<file path="config.mk">
export PLATFORM = sky130hd
export DESIGN_NAME = pwm_dither_sequencer
export DESIGN_NICKNAME = d
export VERILOG_FILES = /design/src/inc/pwm_dither_pkg.sv /design/src/logic/dither_pattern_rom.sv /design/src/logic/pwm_dither_sequencer.sv
export SDC_FILE = /design/constraint.sdc
export NUM_CORES = 1
export LEC_CHECK = 0
export ABC_AREA = 1
export CAP_MARGIN = 25
export CORE_AREA = 4 4 194 140
export CTS_BUF_LIST = sky130_fd_sc_hd__clkbuf_4
export DETAILED_ROUTE_END_ITERATION = 7
export DIE_AREA = 0 0 198 144
export DONT_BUFFER_PORTS = 1
export PLACE_DENSITY = 0.6
export SKIP_LAST_GASP = 1
export SYNTH_ARGS = -nofsm -noshare
export SYNTH_HDL_FRONTEND = slang
export SYNTH_HIERARCHICAL = 1
export SYNTH_SLANG_ARGS = --single-unit
</file>
<file path="constraint.sdc">
create_clock -name clk_in -period 20.7 [get_ports clk_in]
set_input_delay 2.07 -clock clk_in [delete_from_list [all_inputs] [get_ports clk_in]]
set_output_delay 2.07 -clock clk_in [all_outputs]
set_load 0.05 [all_outputs]
</file>
<file path="src/inc/pwm_dither_pkg.sv">
// Purpose: Shared constants and types for the dithered PWM sequencer
// Assumes: 50 MHz core clock, 32768 Hz sub clock sampled as a level
// Notes:   Cycle and edge counts are derived from times and rates below
package pwm_dither_pkg;
    // Core clock rate
    localparam int unsigned CLK_HZ         = 50_000_000;
    // Duty update period, in ns
    localparam int unsigned UPDATE_NS      = 16_000;
    // Update period in core cycles (exact, 800)
    localparam int unsigned UPDATE_CYC     =
        (UPDATE_NS * (CLK_HZ / 1_000_000)) / 1000;
    // Sub clock rate in Hz, ADC trigger rate in tenths of Hz
    localparam int unsigned SUB_CLK_HZ     = 32768;
    localparam int unsigned ADC_RATE_DHZ   = 16384;
    // Sub clock edges per ADC trigger (20)
    localparam int unsigned ADC_DIV        =
        (SUB_CLK_HZ * 10) / ADC_RATE_DHZ;
    // Dither states per pass, results per sum, samples per step
    localparam int unsigned DITHER_STATES  = 16;
    localparam int unsigned SUM_COUNT      = 16;
    localparam int unsigned ADJUST_SAMPLES = 256;
    // Field positions of the 12-bit target code
    localparam int unsigned BASE_LSB       = 4;
    localparam int unsigned FACTOR_W       = 4;
    // Reset values and code ceiling
    localparam logic [11:0] CODE_RESET     = 12'h000;
    localparam logic [3:0]  IDX_RESET      = 4'hF;
    localparam logic [11:0] CODE_MAX       = 12'hFFF;
    // Closed-loop controller states, Gray along the path
    typedef enum logic [1:0] {
        MODE_OPEN   = 2'b00,
        MODE_CLOSED = 2'b01,
        MODE_ADJUST = 2'b11
    } ctl_t;
endpackage

</file>
<file path="src/logic/dither_pattern_rom.sv">
// Purpose: Adder bit lookup for one dither factor and state index
// Assumes: Index 0 is the first state of a pass
// Notes:   Factors 9 to 15 use the complements of factors 7 down to 1
`timescale 1ns/1ns
`default_nettype none
module dither_pattern_rom
    import pwm_dither_pkg::*;
(
    // Lookup address
    input  wire logic [3:0] factor_in,
    input  wire logic [3:0] index_in,
    // Adder bit for that state
    output logic            adder_out
);
    // Base column for factors 0 to 8, bit n is state n+1
    function automatic logic [15:0] low_column(input logic [3:0] f);
        case (f)
            4'h0:    low_column = 16'h0000;
            4'h1:    low_column = 16'h0001;
            4'h2:    low_column = 16'h0101;
            4'h3:    low_column = 16'h0421;
            4'h4:    low_column = 16'h1111;
            4'h5:    low_column = 16'h1249;
            4'h6:    low_column = 16'h2525;
            4'h7:    low_column = 16'h2A55;
            4'h8:    low_column = 16'h5555;
            default: low_column = 16'h0000;
        endcase
    endfunction

    // Column for any factor; 9..15 mirror 7..1 inverted
    function automatic logic [15:0] column(input logic [3:0] f);
        if (f > 4'h8) begin
            column = ~low_column(4'h0 - f);
        end else begin
            column = low_column(f);
        end
    endfunction

    // Pick the state's bit from the column
    logic [15:0] col;       // Selected column
    always_comb begin
        col       = column(factor_in);
        adder_out = col[index_in];
    end
endmodule
`default_nettype wire

</file>
<file path="src/logic/pwm_dither_sequencer.sv">
// Purpose: 8-bit PWM with 16-state duty dithering and ADC trim loop
// Assumes: All inputs synchronous to clk_in; ADC results arrive as
//          single-cycle strobes after each trigger
// Notes:   A new code takes effect at the start of the next pass
`timescale 1ns/1ns
`default_nettype none
module pwm_dither_sequencer
    import pwm_dither_pkg::*;
#(
    parameter int unsigned CARRIER_CYC = UPDATE_CYC
)(
    // Clock and reset
    input  wire logic        clk_in,
    input  wire logic        rst_b_in,
    // Control
    input  wire logic [11:0] target_in,
    input  wire logic        closed_loop_in,
    // Feedback converter
    input  wire logic        sub_clock_in,
    input  wire logic        adc_done_in,
    input  wire logic [9:0]  adc_data_in,
    output logic             adc_trigger_out,
    // PWM and events
    output logic             pwm_out,
    output logic             update_tick_out,
    output logic             reload_event_out,
    // Status
    output logic [8:0]       duty_out,
    output logic [11:0]      code_out,
    output logic [11:0]      measure_out,
    output logic             measure_valid_out
);
    // Refuse carrier lengths the counter cannot hold, at elaboration
    if (CARRIER_CYC < 2 || CARRIER_CYC > 1023) begin : g_bad_carrier
        $error("CARRIER_CYC out of range");
    end

    localparam logic [9:0] CAR_LAST  = 10'(CARRIER_CYC - 1);
    localparam logic [4:0] SUB_LAST  = 5'(ADC_DIV - 1);
    localparam logic [3:0] SUM_LAST  = 4'(SUM_COUNT - 1);
    localparam logic [7:0] SMP_LAST  = 8'(ADJUST_SAMPLES - 1);
    localparam logic [3:0] IDX_LAST  = 4'(DITHER_STATES - 1);

    // Whole block state
    typedef struct packed {
        logic [9:0]  car_cnt;     // Carrier position
        logic [3:0]  seq_idx;     // Current dither state
        logic [11:0] pass_code;   // Code frozen for this pass
        logic [8:0]  duty;        // Applied duty, 0..256
        logic [9:0]  threshold;   // Compare point in cycles
        logic        pwm;         // Output level
        logic        tick;        // Update pulse
        logic        reload;      // End of pass pulse
        logic [11:0] code;        // Working code
        logic [11:0] target_seen; // Target last taken
        ctl_t        ctl;         // Loop controller state
        logic        sub_prev;    // Sub clock last level
        logic [4:0]  sub_div;     // Sub clock edge count
        logic        adc_trig;    // Trigger pulse
        logic [3:0]  sum_cnt;     // Results in current sum
        logic [13:0] sum;         // Running sum
        logic [11:0] measure;     // Last 12-bit measurement
        logic        meas_valid;  // Measurement pulse
        logic [7:0]  smp_cnt;     // Samples toward a step
    } core_t;

    core_t cur;       // Registered state
    core_t next_cur;  // Next state

    // Duty in 1/256 steps to carrier cycles
    function automatic logic [9:0] to_threshold(input logic [8:0] d);
        logic [19:0] prod;
        prod = 20'(d) * 20'(CARRIER_CYC);
        to_threshold = prod[17:8];
    endfunction

    // One step up or down on the 12-bit code, saturating
    function automatic logic [11:0] step_code(input logic [11:0] c,
                                              input logic up);
        if (up) begin
            step_code = (c == CODE_MAX) ? c : c + 12'h001;
        end else begin
            step_code = (c == CODE_RESET) ? c : c - 12'h001;
        end
    endfunction

    // Lookup address for the state about to start
    logic        wrap;       // Pass ends at this tick
    logic [11:0] sel_code;   // Code for the coming state
    logic [3:0]  next_idx;   // Coming state index
    logic        adder;      // Adder bit for coming state

    assign wrap     = (cur.seq_idx == IDX_LAST);
    assign sel_code = wrap ? cur.code : cur.pass_code;
    assign next_idx = cur.seq_idx + 4'h1;

    // Pattern table
    dither_pattern_rom u_rom (
        .factor_in (sel_code[FACTOR_W-1:0]),
        .index_in  (next_idx),
        .adder_out (adder)
    );

    // Next-state logic
    always_comb begin
        next_cur            = cur;
        next_cur.tick       = 1'b0;
        next_cur.reload     = 1'b0;
        next_cur.adc_trig   = 1'b0;
        next_cur.meas_valid = 1'b0;
        next_cur.sub_prev   = sub_clock_in;

        // Carrier counter and update tick
        if (cur.car_cnt == CAR_LAST) begin
            next_cur.car_cnt = 10'h000;
            next_cur.tick    = 1'b1;
            next_cur.seq_idx = next_idx;
            // Base plus adder bit, up to 256 for full on
            next_cur.duty = 9'(sel_code[11:BASE_LSB]) + 9'(adder);
            next_cur.threshold = to_threshold(next_cur.duty);
            if (wrap) begin
                next_cur.pass_code = cur.code;
                next_cur.reload    = 1'b1;
            end
        end else begin
            next_cur.car_cnt = cur.car_cnt + 10'h001;
        end
        next_cur.pwm = (next_cur.car_cnt < next_cur.threshold);

        // Loop controller
        if (!closed_loop_in) begin
            // Code straight from the target
            next_cur.code        = target_in;
            next_cur.target_seen = target_in;
            next_cur.ctl         = MODE_OPEN;
            next_cur.sub_div     = 5'h00;
            next_cur.sum_cnt     = 4'h0;
            next_cur.sum         = 14'h0000;
            next_cur.smp_cnt     = 8'h00;
        end else begin
            // Sub clock rising edges pace the converter
            if (sub_clock_in && !cur.sub_prev) begin
                if (cur.sub_div == SUB_LAST) begin
                    next_cur.sub_div  = 5'h00;
                    next_cur.adc_trig = 1'b1;
                end else begin
                    next_cur.sub_div = cur.sub_div + 5'h01;
                end
            end
            // Accumulate results in groups
            if (adc_done_in) begin
                if (cur.sum_cnt == SUM_LAST) begin
                    next_cur.measure    = 12'((cur.sum +
                                          14'(adc_data_in)) >> 2);
                    next_cur.meas_valid = 1'b1;
                    next_cur.sum        = 14'h0000;
                end else begin
                    next_cur.sum = cur.sum + 14'(adc_data_in);
                end
                next_cur.sum_cnt = cur.sum_cnt + 4'h1;
                next_cur.smp_cnt = cur.smp_cnt + 8'h01;
            end
            case (cur.ctl)
                MODE_OPEN: begin
                    // Entering closed loop, start from the target
                    next_cur.ctl = MODE_CLOSED;
                end
                MODE_CLOSED: begin
                    // Step after the last sample of a window
                    if (adc_done_in && cur.smp_cnt == SMP_LAST) begin
                        next_cur.ctl = MODE_ADJUST;
                    end
                end
                MODE_ADJUST: begin
                    // Bang-bang trim of the code
                    if (cur.measure < cur.target_seen) begin
                        next_cur.code = step_code(cur.code, 1'b1);
                    end else if (cur.measure > cur.target_seen) begin
                        next_cur.code = step_code(cur.code, 1'b0);
                    end
                    next_cur.ctl = MODE_CLOSED;
                end
                default: begin
                    next_cur.ctl = MODE_CLOSED;
                end
            endcase
            // A new target restarts the loop from the target
            if (target_in != cur.target_seen) begin
                next_cur.target_seen = target_in;
                next_cur.code        = target_in;
                next_cur.ctl         = MODE_CLOSED;
                next_cur.sum_cnt     = 4'h0;
                next_cur.sum         = 14'h0000;
                next_cur.smp_cnt     = 8'h00;
            end
        end
    end

    // State register
    always_ff @(posedge clk_in or negedge rst_b_in) begin
        if (!rst_b_in) begin
            cur             <= '0;
            cur.seq_idx     <= IDX_RESET;
            cur.code        <= CODE_RESET;
            cur.pass_code   <= CODE_RESET;
            cur.target_seen <= CODE_RESET;
            cur.ctl         <= MODE_OPEN;
        end else begin
            cur <= next_cur;
        end
    end

    // Outputs
    assign pwm_out           = cur.pwm;
    assign update_tick_out   = cur.tick;
    assign reload_event_out  = cur.reload;
    assign adc_trigger_out   = cur.adc_trig;
    assign duty_out          = cur.duty;
    assign code_out          = cur.code;
    assign measure_out       = cur.measure;
    assign measure_valid_out = cur.meas_valid;

    // Helper: cycles since the last tick and ticks since reload
    logic [9:0] gap;        // Cycles since tick
    logic       gap_seen;   // A tick has happened
    logic [4:0] tick_cnt;   // Ticks since reload
    logic       rel_seen;   // A reload has happened
    always_ff @(posedge clk_in or negedge rst_b_in) begin
        if (!rst_b_in) begin
            gap      <= 10'h000;
            gap_seen <= 1'b0;
            tick_cnt <= 5'h00;
            rel_seen <= 1'b0;
        end else begin
            gap      <= cur.tick ? 10'h001 : gap + 10'h001;
            gap_seen <= gap_seen | cur.tick;
            if (cur.reload) begin
                tick_cnt <= 5'h00;
                rel_seen <= 1'b1;
            end else if (cur.tick) begin
                tick_cnt <= tick_cnt + 5'h01;
            end
        end
    end
endmodule
`default_nettype wire

</file>
## Word level (Yosys, flattened, before mapping)

Memories as Yosys holds them, arrays and structs flattened.
Cells that the tools add are included.

| operators by class | value |
|---|---|
| magnitude comparators | 5 |
| equality and inequality tests | 17 |
| add/subtract/negate cells | 10 |
| reductions and logical operators | 6 |
| bitwise operators | 1 |
| multiply operators | 1 |
| mux-type cells | 31 |

Operators with widths:

| cell | count |
|---|---|
| 12-bit two-way mux | 6 |
| 26-bit two-way mux | 2 |
| 39-bit two-way mux | 1 |
| 18-bit two-way mux | 2 |
| 16-bit two-way mux | 2 |
| 10-bit two-way mux | 2 |
| 8-bit two-way mux | 2 |
| 16-bit NOT | 1 |
| 14-bit by 10-bit adder with 14-bit output | 1 |
| 14-bit two-way mux | 1 |
| 9-bit by 5-bit multiplier with 13-bit output (second input constant) | 1 |
| 13-bit two-way mux | 1 |
| 12-bit by 1-bit adder with 12-bit output (second input constant) | 1 |
| 12-bit == test (second input constant) | 1 |
| 12-bit > comparator | 1 |
| 12-bit logical NOT | 1 |
| 12-bit < comparator | 1 |
| 12-bit inequality test | 1 |
| 12-bit by 1-bit subtractor with 12-bit output (second input constant) | 1 |
| 10-bit by 1-bit adder with 10-bit output (second input constant) | 1 |
| 10-bit == test (second input constant) | 1 |
| 10-bit < comparator | 1 |
| 5-bit two-way mux | 2 |
| 8-bit by 1-bit adder with 9-bit output | 1 |
| other kinds (24) | 36 |

| storage, ports and cells | value |
|---|---|
| memories | 2 |
| word-level logic and storage cells | 92 |
| output and inout port bits | 38 |
| flip-flop bits (word level) | 120 |
| ROM bits | 416 |
| input port bits | 27 |

Memory list:

| memory | depth | width | rd ports | clocked after memory_dff | write ports | line | RTL |
|---|---|---|---|---|---|---|---|
| (no name shown) | 16 | 13 | 1 | 0 | 0 | dither_pattern_rom.sv:17 | `case (f)` |
| (no name shown) | 16 | 13 | 1 | 0 | 0 | dither_pattern_rom.sv:17 |  |

## Depth between registers and ports, before layout

Gate-level depths: netlist of the first run.
An unclocked memory read counts as a cell.

| depth | value |
|---|---|
| depth after elaboration | 13 |
| depth in mapped cells | 48 |
| gate-level depth less buffers | 45 |

## By module

The synthesis of the first run kept the hierarchy.

Modules (own cells, without submodules):

| module | sequential area each (um^2) | cells an instance | instances | area an instance (um^2) |
|---|---|---|---|---|
| pwm_dither_sequencer | 3007.9 | 1030 | 1 | 8072.7 |
| dither_pattern_rom | 0.0 | 129 | 1 | 670.6 |

## Least setup slack after synthesis of the first run

OpenSTA, ideal clock, no wires.

| timing path | value |
|---|---|
| path kind | reg2reg |
| start point | register cur[106] (netlist bit) |
| end point | register cur, in the netlist pwm_out |
| arrival time | 7.247 ns |
| path buffers | 3 |
| slack | 13.376 ns |
| clock period less this slack | 7.324 ns |
| library setup time | 0.077 ns |
| stages on the path, launching flop included | 46 |
| required time | 20.623 ns |
| cells stage by stage | dfstp_2 -> ha_1 -> nand3_4 -> buf_6 -> clkbuf_1 -> o21ai_0 -> inv_1 -> ha_1 -> ha_1 -> buf_2 -> nor2_1 -> nand3b_1 -> nand3_1 -> nand2_1 -> nand2_1 -> nand2_1 -> nand3_1 -> nand2_1 -> [10 not listed] -> fa_1 -> inv_1 -> ha_1 -> nand2_1 -> o21ai_0 -> nand2_1 -> nand2_1 -> nand2_1 -> nand2_1 -> xor2_1 -> nand2_1 -> o21ai_0 -> ha_1 -> a21oi_1 -> nor2_1 -> a211oi_1 -> o21ai_0 -> a21oi_1 |

RTL lines:

| element | line | RTL |
|---|---|---|
| start: declaration | pwm_dither_sequencer.sv:67 | `core_t cur;` |
| start signal: assignment | pwm_dither_sequencer.sv:209 | `cur <= next_cur;` |

==> impl_results.md, run 1 <==
- Status: finished, final reports clean
- Number of remaining DRC errors: 0
- Sw Share: 27.3%
- First-pass GRT wire length: 34700 um
- Final Max Slew Viols: 0
- Number of port buffers: 0
- Synth area leader: dfrtp_1
- Max Root-Sink Buffers: 2
- Largest net degree at the start of global routing: 121
- Num CTS Buffers: 17
- Final Hold Viols: 0
- Final Util: 36.0%
- Synth area leaders: dfrtp_1 33%, nand2_1 15%, ha_1 12%
- R2r worst-path depth: 44
- Layout cells sized above 1: 6.92%
- Post-synth net total: 1275
- Die height: 144 um
- Remaining Overflow, GRT: 0
- Fill cell count: 2626
- Sequential fraction of the synthesis area: 34.4%
- Comb pwr share: 5.0%
- Crit path largest cell delay: 0.72 ns
- CP max stage cell: o21ai_0
- Yosys cell types: 45
- Peak supply drop: 34.7 uV
- Io pins: 65
- GRT Util Overall: 15.0%
- Seq pwr share: 54.9%
- Vias in the first global route: 6577
- Area fraction of the dominant cell type after synthesis: 33.2%
- Clk slew on worst S/H paths: 0.11 ns
- Crit Path Class: reg -> reg
- Commonest cells in the netlist: 348 x nand2_1, 139 x inv_1, 116 x dfrtp_1
- Die X: 198 um
- Max Clk Rate: 124 MHz
- Critical path arrival: 8.54 ns
- WL/cell: 14.2 um
- Finished Cell Area: 9090 sq um
- Initial cell density of the core: 34.6%
- Hold-fix buffers, CTS: 0
- Worst slew pin tran: 0.948 ns
- CORE AREA: 25300 sq um
- Router iterations before antenna repair: 7
- RD Place Congestion: 0.854
- Leading register cell type out of synthesis: dfrtp_1
- Final TNS setup: 0 ns
- Vias: 7002
- Worst reg2reg setup slack: 12.62 ns
- Vias/cell: 4.80
- Worst setup EP type: register
- Most frequent cell after synthesis: nand2_1
- Final Critical Period: 8.08 ns
- Synth Register Bits: 120
- Post-CTS setup buffer count: 0
- Most used cell, CP: nand2_1
- Worst flop-to-flop path startpoint: cur[106]
- Crit Path Max Fanout: 25
- Max-cap violation count: 0
- Initial antenna violation count: 1
- Row count: 49
- Int Power: 330 uW
- Req. time, crit path: 21.16 ns
- EDFF count, synth: 0
- Psw: 124 uW
- Pre-CTS setup slack: 12.70 ns
- RSZ-0062 raised after global routing: no
- Worst min path class: reg -> reg
- Worst setup SP type: register
- Cells after Synth: 1159
- Post-DRT Antenna Nets: 0
- Final setup fails: 0
- Post-Syn Area: 8740 sq um
- Clock Skews: 0.0321 ns
- Nets@finish: 1231
- Placed cell areas: 8780 sq um
- Hold_sp: cur[47]
- CTS resizes: 0
- DP Wirelength: 15800 um
- Drt total wl: 20800 um
- CTS tree: yes
- Final worst-path cycle share: 39.0%
- LEAKAGE: 4.82 nW
- Clk pwr share: 40.1%
- Root buf cell: clkbuf_4
- DRC marker count from the first detailed-route iteration: 497
- P&R area growth vs syn: 3.95%
- CTS sink count: 120
- Post-synth ARST share: 100%
- Slew margin rel.: 36.1%
- Reg-to-reg endpoint: pwm_out
- Worst setup margin: 12.62 ns
- Syn avg cell area: 7.54 sq um
- Htree depth: 4
- Worst hold path endpoint: cur[47]
- WHS Path Cells: 1
- Clk_lat worst skew: 0.54 ns
- Total power per unit cell area: 49.9 nW/um^2
- Die area: 28500 sq um
- Ys Warns: 6
-- worst max-delay path by stage --
stage,slack [ns],start,end,depth (start not counted)
after floorplan,13.38,cur[106],pwm_out,45
after global placement,12.82,cur[106],pwm_out,42
after detailed placement,12.70,cur[106],pwm_out,42
after CTS,12.63,cur[106],pwm_out,42
after global routing,11.57,cur[106],pwm_out,44
final,12.62,cur[106],pwm_out,44
-- final cells by class --
| type | count | area [sq um] | share of cell area (%) |
|---|---|---|---|
| Antenna cell | 1 | 2.50 | 0.0275 |
| Timing Repair Buffer | 3 | 42.5 | 0.468 |
| Tap cell | 331 | 414 | 4.56 |
| Inverter | 145 | 571 | 6.28 |
| Sequential cell | 120 | 3010 | 33.1 |
| Clock inverter | 14 | 174 | 1.91 |
| Clock buffer | 17 | 128 | 1.40 |
| Multi-Input combinational cell | 828 | 4750 | 52.3 |
-- cells in the final DEF, fill, tap and decap left out, types with 18 or more instances in the layout --
cell type,Yosys,routed
xor2_1,32,32
o21ai_0,58,58
nand2_1,348,348
ha_1,83,83
nor2_1,63,63
a21oi_1,43,43
inv_1,139,139
xnor2_1,18,18
nand4_1,21,21
dfrtp_1,116,116
nand3_1,83,82
-- through the flow --
| step | instances | total power [mW] | hold slack, ns |
|---|---|---|---|
| global placement | 1426 | 0.276 | 0.425 |
| global route | 1459 | 0.476 | 0.477 |
| finish | 1459 | 0.454 | 0.448 |
| detailed placement | 1427 | 0.276 | 0.430 |
| CTS | 1458 | 0.459 | 0.451 |
| floorplan | 1159 | 0.273 | 0.408 |
-- critical path: cells and delay by family, from the launching register on --
family	cells	cell delay, ns
XOR/XNOR	2	0.52
adder cells (fa/ha/maj)	10	3.11
AND/OR/NAND/NOR	20	1.66
flip-flops	1	0.56
buffers and inverters	5	0.52
AO/OA/AOI/OAI	7	1.63
-- registers in the layout, indices dropped and copies added, names as in the netlist --
name,cells
update_tick_out,1
code_out,12
cur,82
duty_out,9
adc_trigger_out,1
measure_valid_out,1
reload_event_out,1
measure_out,12
pwm_out,1
-- kinds of logic (layout without fill, tap and decap cells) --
logic type               count (synthesis)  count (layout)  synth area share [%]
AND/OR/NAND/NOR                        558             558                  27.5
flip-flops                             120             120                  34.4
other                                    0               1                     0
XOR/XNOR                                50              50                  5.01
buffers and inverters                  211             179                  11.3
AO/OA/AOI/OAI                          131             131                  8.54
adder cells (fa/ha/maj)                 89              89                  13.3
-- layer usage --
layer	vias to the layer above	routed length, um	track usage (%)
met2	131	8570	21.4
li1	3608	-	-
met3	14	1020	4.01
met1	3249	11000	22.6
met4	0	204	3.22
met5	-	0	0
-- power by group through the flow --
| stage | logic (mW) | clock network, mW | registers [mW] |
|---|---|---|---|
| finish | 0.0225 | 0.182 | 0.249 |
| global route | 0.0258 | 0.200 | 0.250 |
| CTS | 0.0224 | 0.187 | 0.249 |
| detailed placement | 0.0222 | 0 | 0.254 |
| global placement | 0.0221 | 0 | 0.254 |
| floorplan | 0.0282 | 0 | 0.245 |
Note: power is estimated with default switching activity, not from simulation.
==> inputs of run 2 (changes only) <==
==> constraint.sdc (replaced) <==
create_clock -name clk_in -period 7.5 [get_ports clk_in]
set_input_delay 0.75 -clock clk_in [delete_from_list [all_inputs] [get_ports clk_in]]
set_output_delay 0.75 -clock clk_in [all_outputs]
set_load 0.05 [all_outputs]
==> impl_results.md, run 2 (same netlist as run 1, synthesis figures left out) <==
- GRT Util Overall: 15.6%
- Slew margin rel.: 41.2%
- Cells after DPL: 1437
- Final Hold Viols: 0
- First-pass GRT wire length: 35700 um
- Crit Path Class: reg -> reg
- Root buf cell: clkbuf_4
- Die area: 28500 sq um
- Final Max Slew Viols: 0
- Max Root-Sink Buffers: 2
- Most used cell, CP: nand2_1
- Htree depth: 4
- Worst slew pin tran: 0.879 ns
- Reg-to-reg endpoint: pwm_out
- Status: finished, final reports clean
- Vias: 7068
- Vias in the first global route: 6811
- Max-cap violation count: 0
- Hold slack: 0.128 ns
- Req. time, crit path: 7.98 ns
- CTS sink count: 120
- Most common cell after layout, fill and taps aside: nand2_1
- Row count: 49
- Nets@finish: 1245
- Drt total wl: 21200 um
- Io pins: 65
- Final worst-path cycle share: 89.9%
- Fill cell count: 2638
- Final Critical Period: 6.75 ns
- Critical path arrival: 7.23 ns
- Number of remaining DRC errors: 0
- Die height: 144 um
- Number of port buffers: 0
- CORE AREA: 25300 sq um
- Commonest cells after routing, fill and taps aside: 348 x nand2_1, 139 x inv_1, 116 x dfrtp_1
- Layout Cells excl Fill: 1474
- Vias/cell: 4.80
- WL/cell: 14.4 um
- Clk slew on worst S/H paths: 0.13 ns
- Worst flop-to-flop path startpoint: cur[107]
- R2r worst-path depth: 45
- Final TNS setup: 0 ns
- Final setup fails: 0
- Peak supply drop: 85.2 uV
- Total power per unit cell area: 142 nW/um^2
- DP Wirelength: 16200 um
- Clock Skews: 0.0233 ns
- RD Place Congestion: 0.891
- DRC marker count from the first detailed-route iteration: 555
- Worst setup EP type: register
- Max Clk Rate: 148 MHz
- Worst reg2reg setup slack: 0.75 ns
- CTS tree: yes
- Post-DRT Antenna Nets: 0
- Die X: 198 um
- Crit Path Max Fanout: 18
- Num CTS Buffers: 17
- Number of flip-flops in the largest register: 82
- Initial antenna violation count: 1
- LEAKAGE: 4.91 nW
- CP max stage cell: dfstp_2
- Largest net degree at the start of global routing: 117
- Remaining Overflow, GRT: 0
- RSZ-0062 raised after global routing: no
- Worst min path class: in -> async
- P&R area growth vs syn: 6.55%
- Layout cells sized above 1: 8.93%
- Clk_lat worst skew: 0.55 ns
- Most flops, register: cur
- Crit path largest cell delay: 0.57 ns
- Worst setup SP type: register
- Design Power: 1.33 mW
- Initial cell density of the core: 34.6%
- Router iterations before antenna repair: 5
[run 2: cell types whose count changed in the layout (fill, tap and decap cells not counted), sizes merged]
cell         before  now
buf               3   16
bufinv            4    5
clkinv            7    6
clkinvlp          3    0
dlygate4sd3       0    1
inv             145  149
[run 2: routing by layer]
layer	wire [um]	vias to the layer above	GRT usage [%]	part of all wire (%)
met3	1270	24	4.47	6.0
met2	8950	156	23.3	42
li1	-	3634	-	-
met1	10700	3254	22.5	51
met5	0	-	0	0
met4	274	0	3.48	1.3
[run 2: metrics by stage]
step	setup slack (ns)	utilization (%)	area [sq um]
detailed placement	0.315	35.0	8840
finish	0.754	36.9	9320
global route	0.0310	36.9	9320
floorplan	0.176	-	8740
CTS	0.267	36.5	9220
global placement	0.437	35.0	8840
[run 2: what timing repair did]
action | in CTS | in global routing
hold buffers | 2 | 0
buffers inserted | 0 | 1
resized for setup | 0 | 15
hold endpoints to repair | 116 | 0
setup endpoints to repair | 0 | 1
[run 2: critical path, delay by kind of cell (launching register included)]
family / cells / cell delay (ns)
buf+inv: 7 / 0.71
compound gates: 6 / 0.76
xor+xnor: 2 / 0.36
fa+ha+maj: 10 / 2.58
simple gates: 20 / 1.70
flops: 1 / 0.57
[run 2: worst max-delay path by stage]
stage                         from       to  slack [ns]  cells past startpoint
after floorplan           cur[106]  pwm_out        0.18                     45
after global placement    cur[106]  pwm_out        0.44                     43
after detailed placement  cur[107]  pwm_out        0.32                     43
after CTS                 cur[107]  pwm_out        0.27                     43
after global routing      cur[107]  pwm_out        0.03                     46
final                     cur[107]  pwm_out        0.75                     45
[run 2: cell type report]
type	count	area, sq um	share of cell area, %
Antenna cell	1	2.50	0.0269
Clock buffer	17	128	1.37
Clock inverter	15	214	2.30
Inverter	145	571	6.12
Multi-Input combinational cell	828	4810	51.6
Sequential cell	120	3010	32.3
Tap cell	331	414	4.45
Timing Repair Buffer	17	174	1.87
[run 2: where the power goes]
group          total [mW]  internal (mW)  switching (mW)  leakage (nW)
Combinational      0.0846         0.0271          0.0575          3.15
Clock               0.561          0.273           0.288         0.181
Sequential          0.682          0.656          0.0260          1.58
==> inputs of run 3 (changes only) <==
--- a/config.mk
+++ b/config.mk
@@ -7,10 +7,10 @@
 export LEC_CHECK = 0
 export ABC_AREA = 1
 export CAP_MARGIN = 25
-export CORE_AREA = 4 4 194 140
+export CORE_AREA = 2 2 192 138
 export CTS_BUF_LIST = sky130_fd_sc_hd__clkbuf_4
 export DETAILED_ROUTE_END_ITERATION = 7
-export DIE_AREA = 0 0 198 144
+export DIE_AREA = 0 0 194 140
 export DONT_BUFFER_PORTS = 1
 export PLACE_DENSITY = 0.6
 export SKIP_LAST_GASP = 1
==> constraint.sdc (replaced) <==
create_clock -name clk_in -period 6.4 [get_ports clk_in]
set_input_delay 0.64 -clock clk_in [delete_from_list [all_inputs] [get_ports clk_in]]
set_output_delay 0.64 -clock clk_in [all_outputs]
set_load 0.05 [all_outputs]
==> impl_results.md, run 3 (same netlist as run 1, synthesis figures left out) <==
- P&R area growth vs syn: 11.4%
- CTS sink count: 120
- GRT Util Overall: 16.1%
- Vias/cell: 4.76
- Final Max Slew Viols: 0
- Vias in the first global route: 6697
- Root buf cell: clkbuf_4
- Most used cell, CP: nand2_1
- Register area: 3010 sq um
- Clk_lat worst skew: 0.58 ns
- Worst flop-to-flop path startpoint: cur[107]
- Worst slew pin tran: 0.950 ns
- Max Clk Rate: 162 MHz
- Number of remaining DRC errors: 0
- Total power per unit cell area: 150 nW/um^2
- Peak supply drop: 179 uV
- Router iterations before antenna repair: 8
- Worst setup SP type: register
- Worst setup EP type: register
- RD Place Congestion: 0.883
- R2r worst-path depth: 42
- Placed cell areas: 9110 sq um
- Failing checks: negative hold slack
- Nets@finish: 1277
- Final Hold Viols: 2
- Number of flip-flops in the largest register: 82
- Final TNS setup: 0 ns
- DP Wirelength: 15900 um
- Crit Path Class: reg -> reg
- Worst reg2reg setup slack: 0.23 ns
- CP Launch Point: cur[107]
- Vias: 7175
- Cells after DPL: 1460
- Status: finished, violations left
- Largest net degree at the start of global routing: 121
- Number of port buffers: 0
- Clk slew on worst S/H paths: 0.12 ns
- Layout Cells excl Fill: 1506
- Initial cell density of the core: 34.6%
- Max Root-Sink Buffers: 2
- Hold slack: -0.00510 ns
- Finished Cell Area: 9740 sq um
- Reg-to-reg endpoint: pwm_out
- Die height: 140 um
- Commonest cells after routing, fill and taps aside: 343 x nand2_1, 131 x inv_1, 116 x dfrtp_1
- Fill cell count: 2577
- LEAKAGE: 5.05 nW
- DRC marker count from the first detailed-route iteration: 485
- Remaining Overflow, GRT: 0
- Most flops, register: cur
- CP endpoint: pwm_out
- Most common cell after layout, fill and taps aside: nand2_1
- Io pins: 65
- First-pass GRT wire length: 35100 um
- Final Critical Period: 6.17 ns
- Die area: 27200 sq um
- Final worst-path cycle share: 96.5%
- Area of the multi-input gates: 5050 sq um
- Num CTS Buffers: 17
- CP max stage cell: dfstp_2
- Layout cells sized above 1: 14.4%
- Row count: 49
- Initial antenna violation count: 1
- Post-DRT Antenna Nets: 0
- Req. time, crit path: 6.91 ns
- CTS tree: yes
- RSZ-0062 raised after global routing: yes
- Max-cap violation count: 0
- Die X: 194 um
- Worst min path class: in -> async
- Crit path largest cell delay: 0.58 ns
- CORE AREA: 25300 sq um
- Slew margin rel.: 36.4%
- Htree depth: 4
- Drt total wl: 21200 um
- Crit Path Max Fanout: 7
- Clock Skews: 0.0189 ns
- Critical path arrival: 6.68 ns
- Final setup fails: 0
- WL/cell: 14.1 um
run 3: cell count changes in the layout (fill, tap and decap cells not counted), moves of 4 or more:
| cell | change |
|---|---|
| a21oi_1 | -4 |
| buf_4 | +33 |
| clkinvlp_4 | +5 |
| ha_1 | -5 |
| ha_2 | -4 |
| ha_4 | +9 |
| inv_1 | -8 |
| inv_2 | +5 |
| nand2_1 | -5 |
| nand2_2 | +4 |
| nor2_4 | +5 |
| o21ai_0 | -5 |
run 3: what timing repair did:
item / in CTS / in global routing
hold endpoints to repair: 120 / 0
setup endpoints to repair: 1 / 1
pin swaps: 0 / 34
hold buffers: 1 / 0
resized for setup: 3 / 50
setup buffers: 0 / 12
run 3: worst min-delay path by stage:
stage                 startpoint               to  cells after the start
floorplan               rst_b_in  adc_trigger_out                      0
global placement        rst_b_in          cur[43]                      0
detailed placement      rst_b_in          cur[41]                      0
CTS                     rst_b_in          cur[40]                      1
global route        target_in[5]          cur[53]                      0
finish                  rst_b_in          cur[41]                      1
run 3: final cells by class:
type,count,area share (%)
Antenna cell,1,0.0257
Multi-Input combinational cell,828,51.9
Timing Repair Buffer,49,4.15
Clock inverter,15,1.57
Sequential cell,120,30.9
Tap cell,331,4.25
Clock buffer,17,1.31
Inverter,145,5.95
run 3: metrics by stage:
step                total power, mW  setup WS, ns  utilization, %
floorplan                     0.883        0.0214               -
global placement              0.895        0.0315            36.1
detailed placement            0.896       -0.0968            36.1
CTS                            1.49        0.0131            37.3
global route                   1.53        -0.252            38.6
finish                         1.46         0.226            38.6
run 3: per-layer routing:
layer / GRT usage, % / vias to the layer above / share of wire (%)
met2: 23.6 / 143 / 42
met4: 3.23 / 0 / 0.76
met5: 0 / - / 0
met1: 23.3 / 3327 / 51
li1: - / 3691 / -
met3: 4.72 / 14 / 5.4
run 3: worst max-delay path: cells and delay by family (launching register included):
kind            cells  cell delay (ns)
fa+ha+maj          10             2.66
xor+xnor            2             0.31
flops               1             0.58
buf+inv             4             0.32
simple gates       19             1.26
compound gates      7             0.97
run 3: report_power, final:
| part | internal [mW] | switching, mW |
|---|---|---|
| clock network | 0.232 | 0.332 |
| logic | 0.0317 | 0.0697 |
| registers | 0.769 | 0.0285 |
| total | 1.03 | 0.431 |
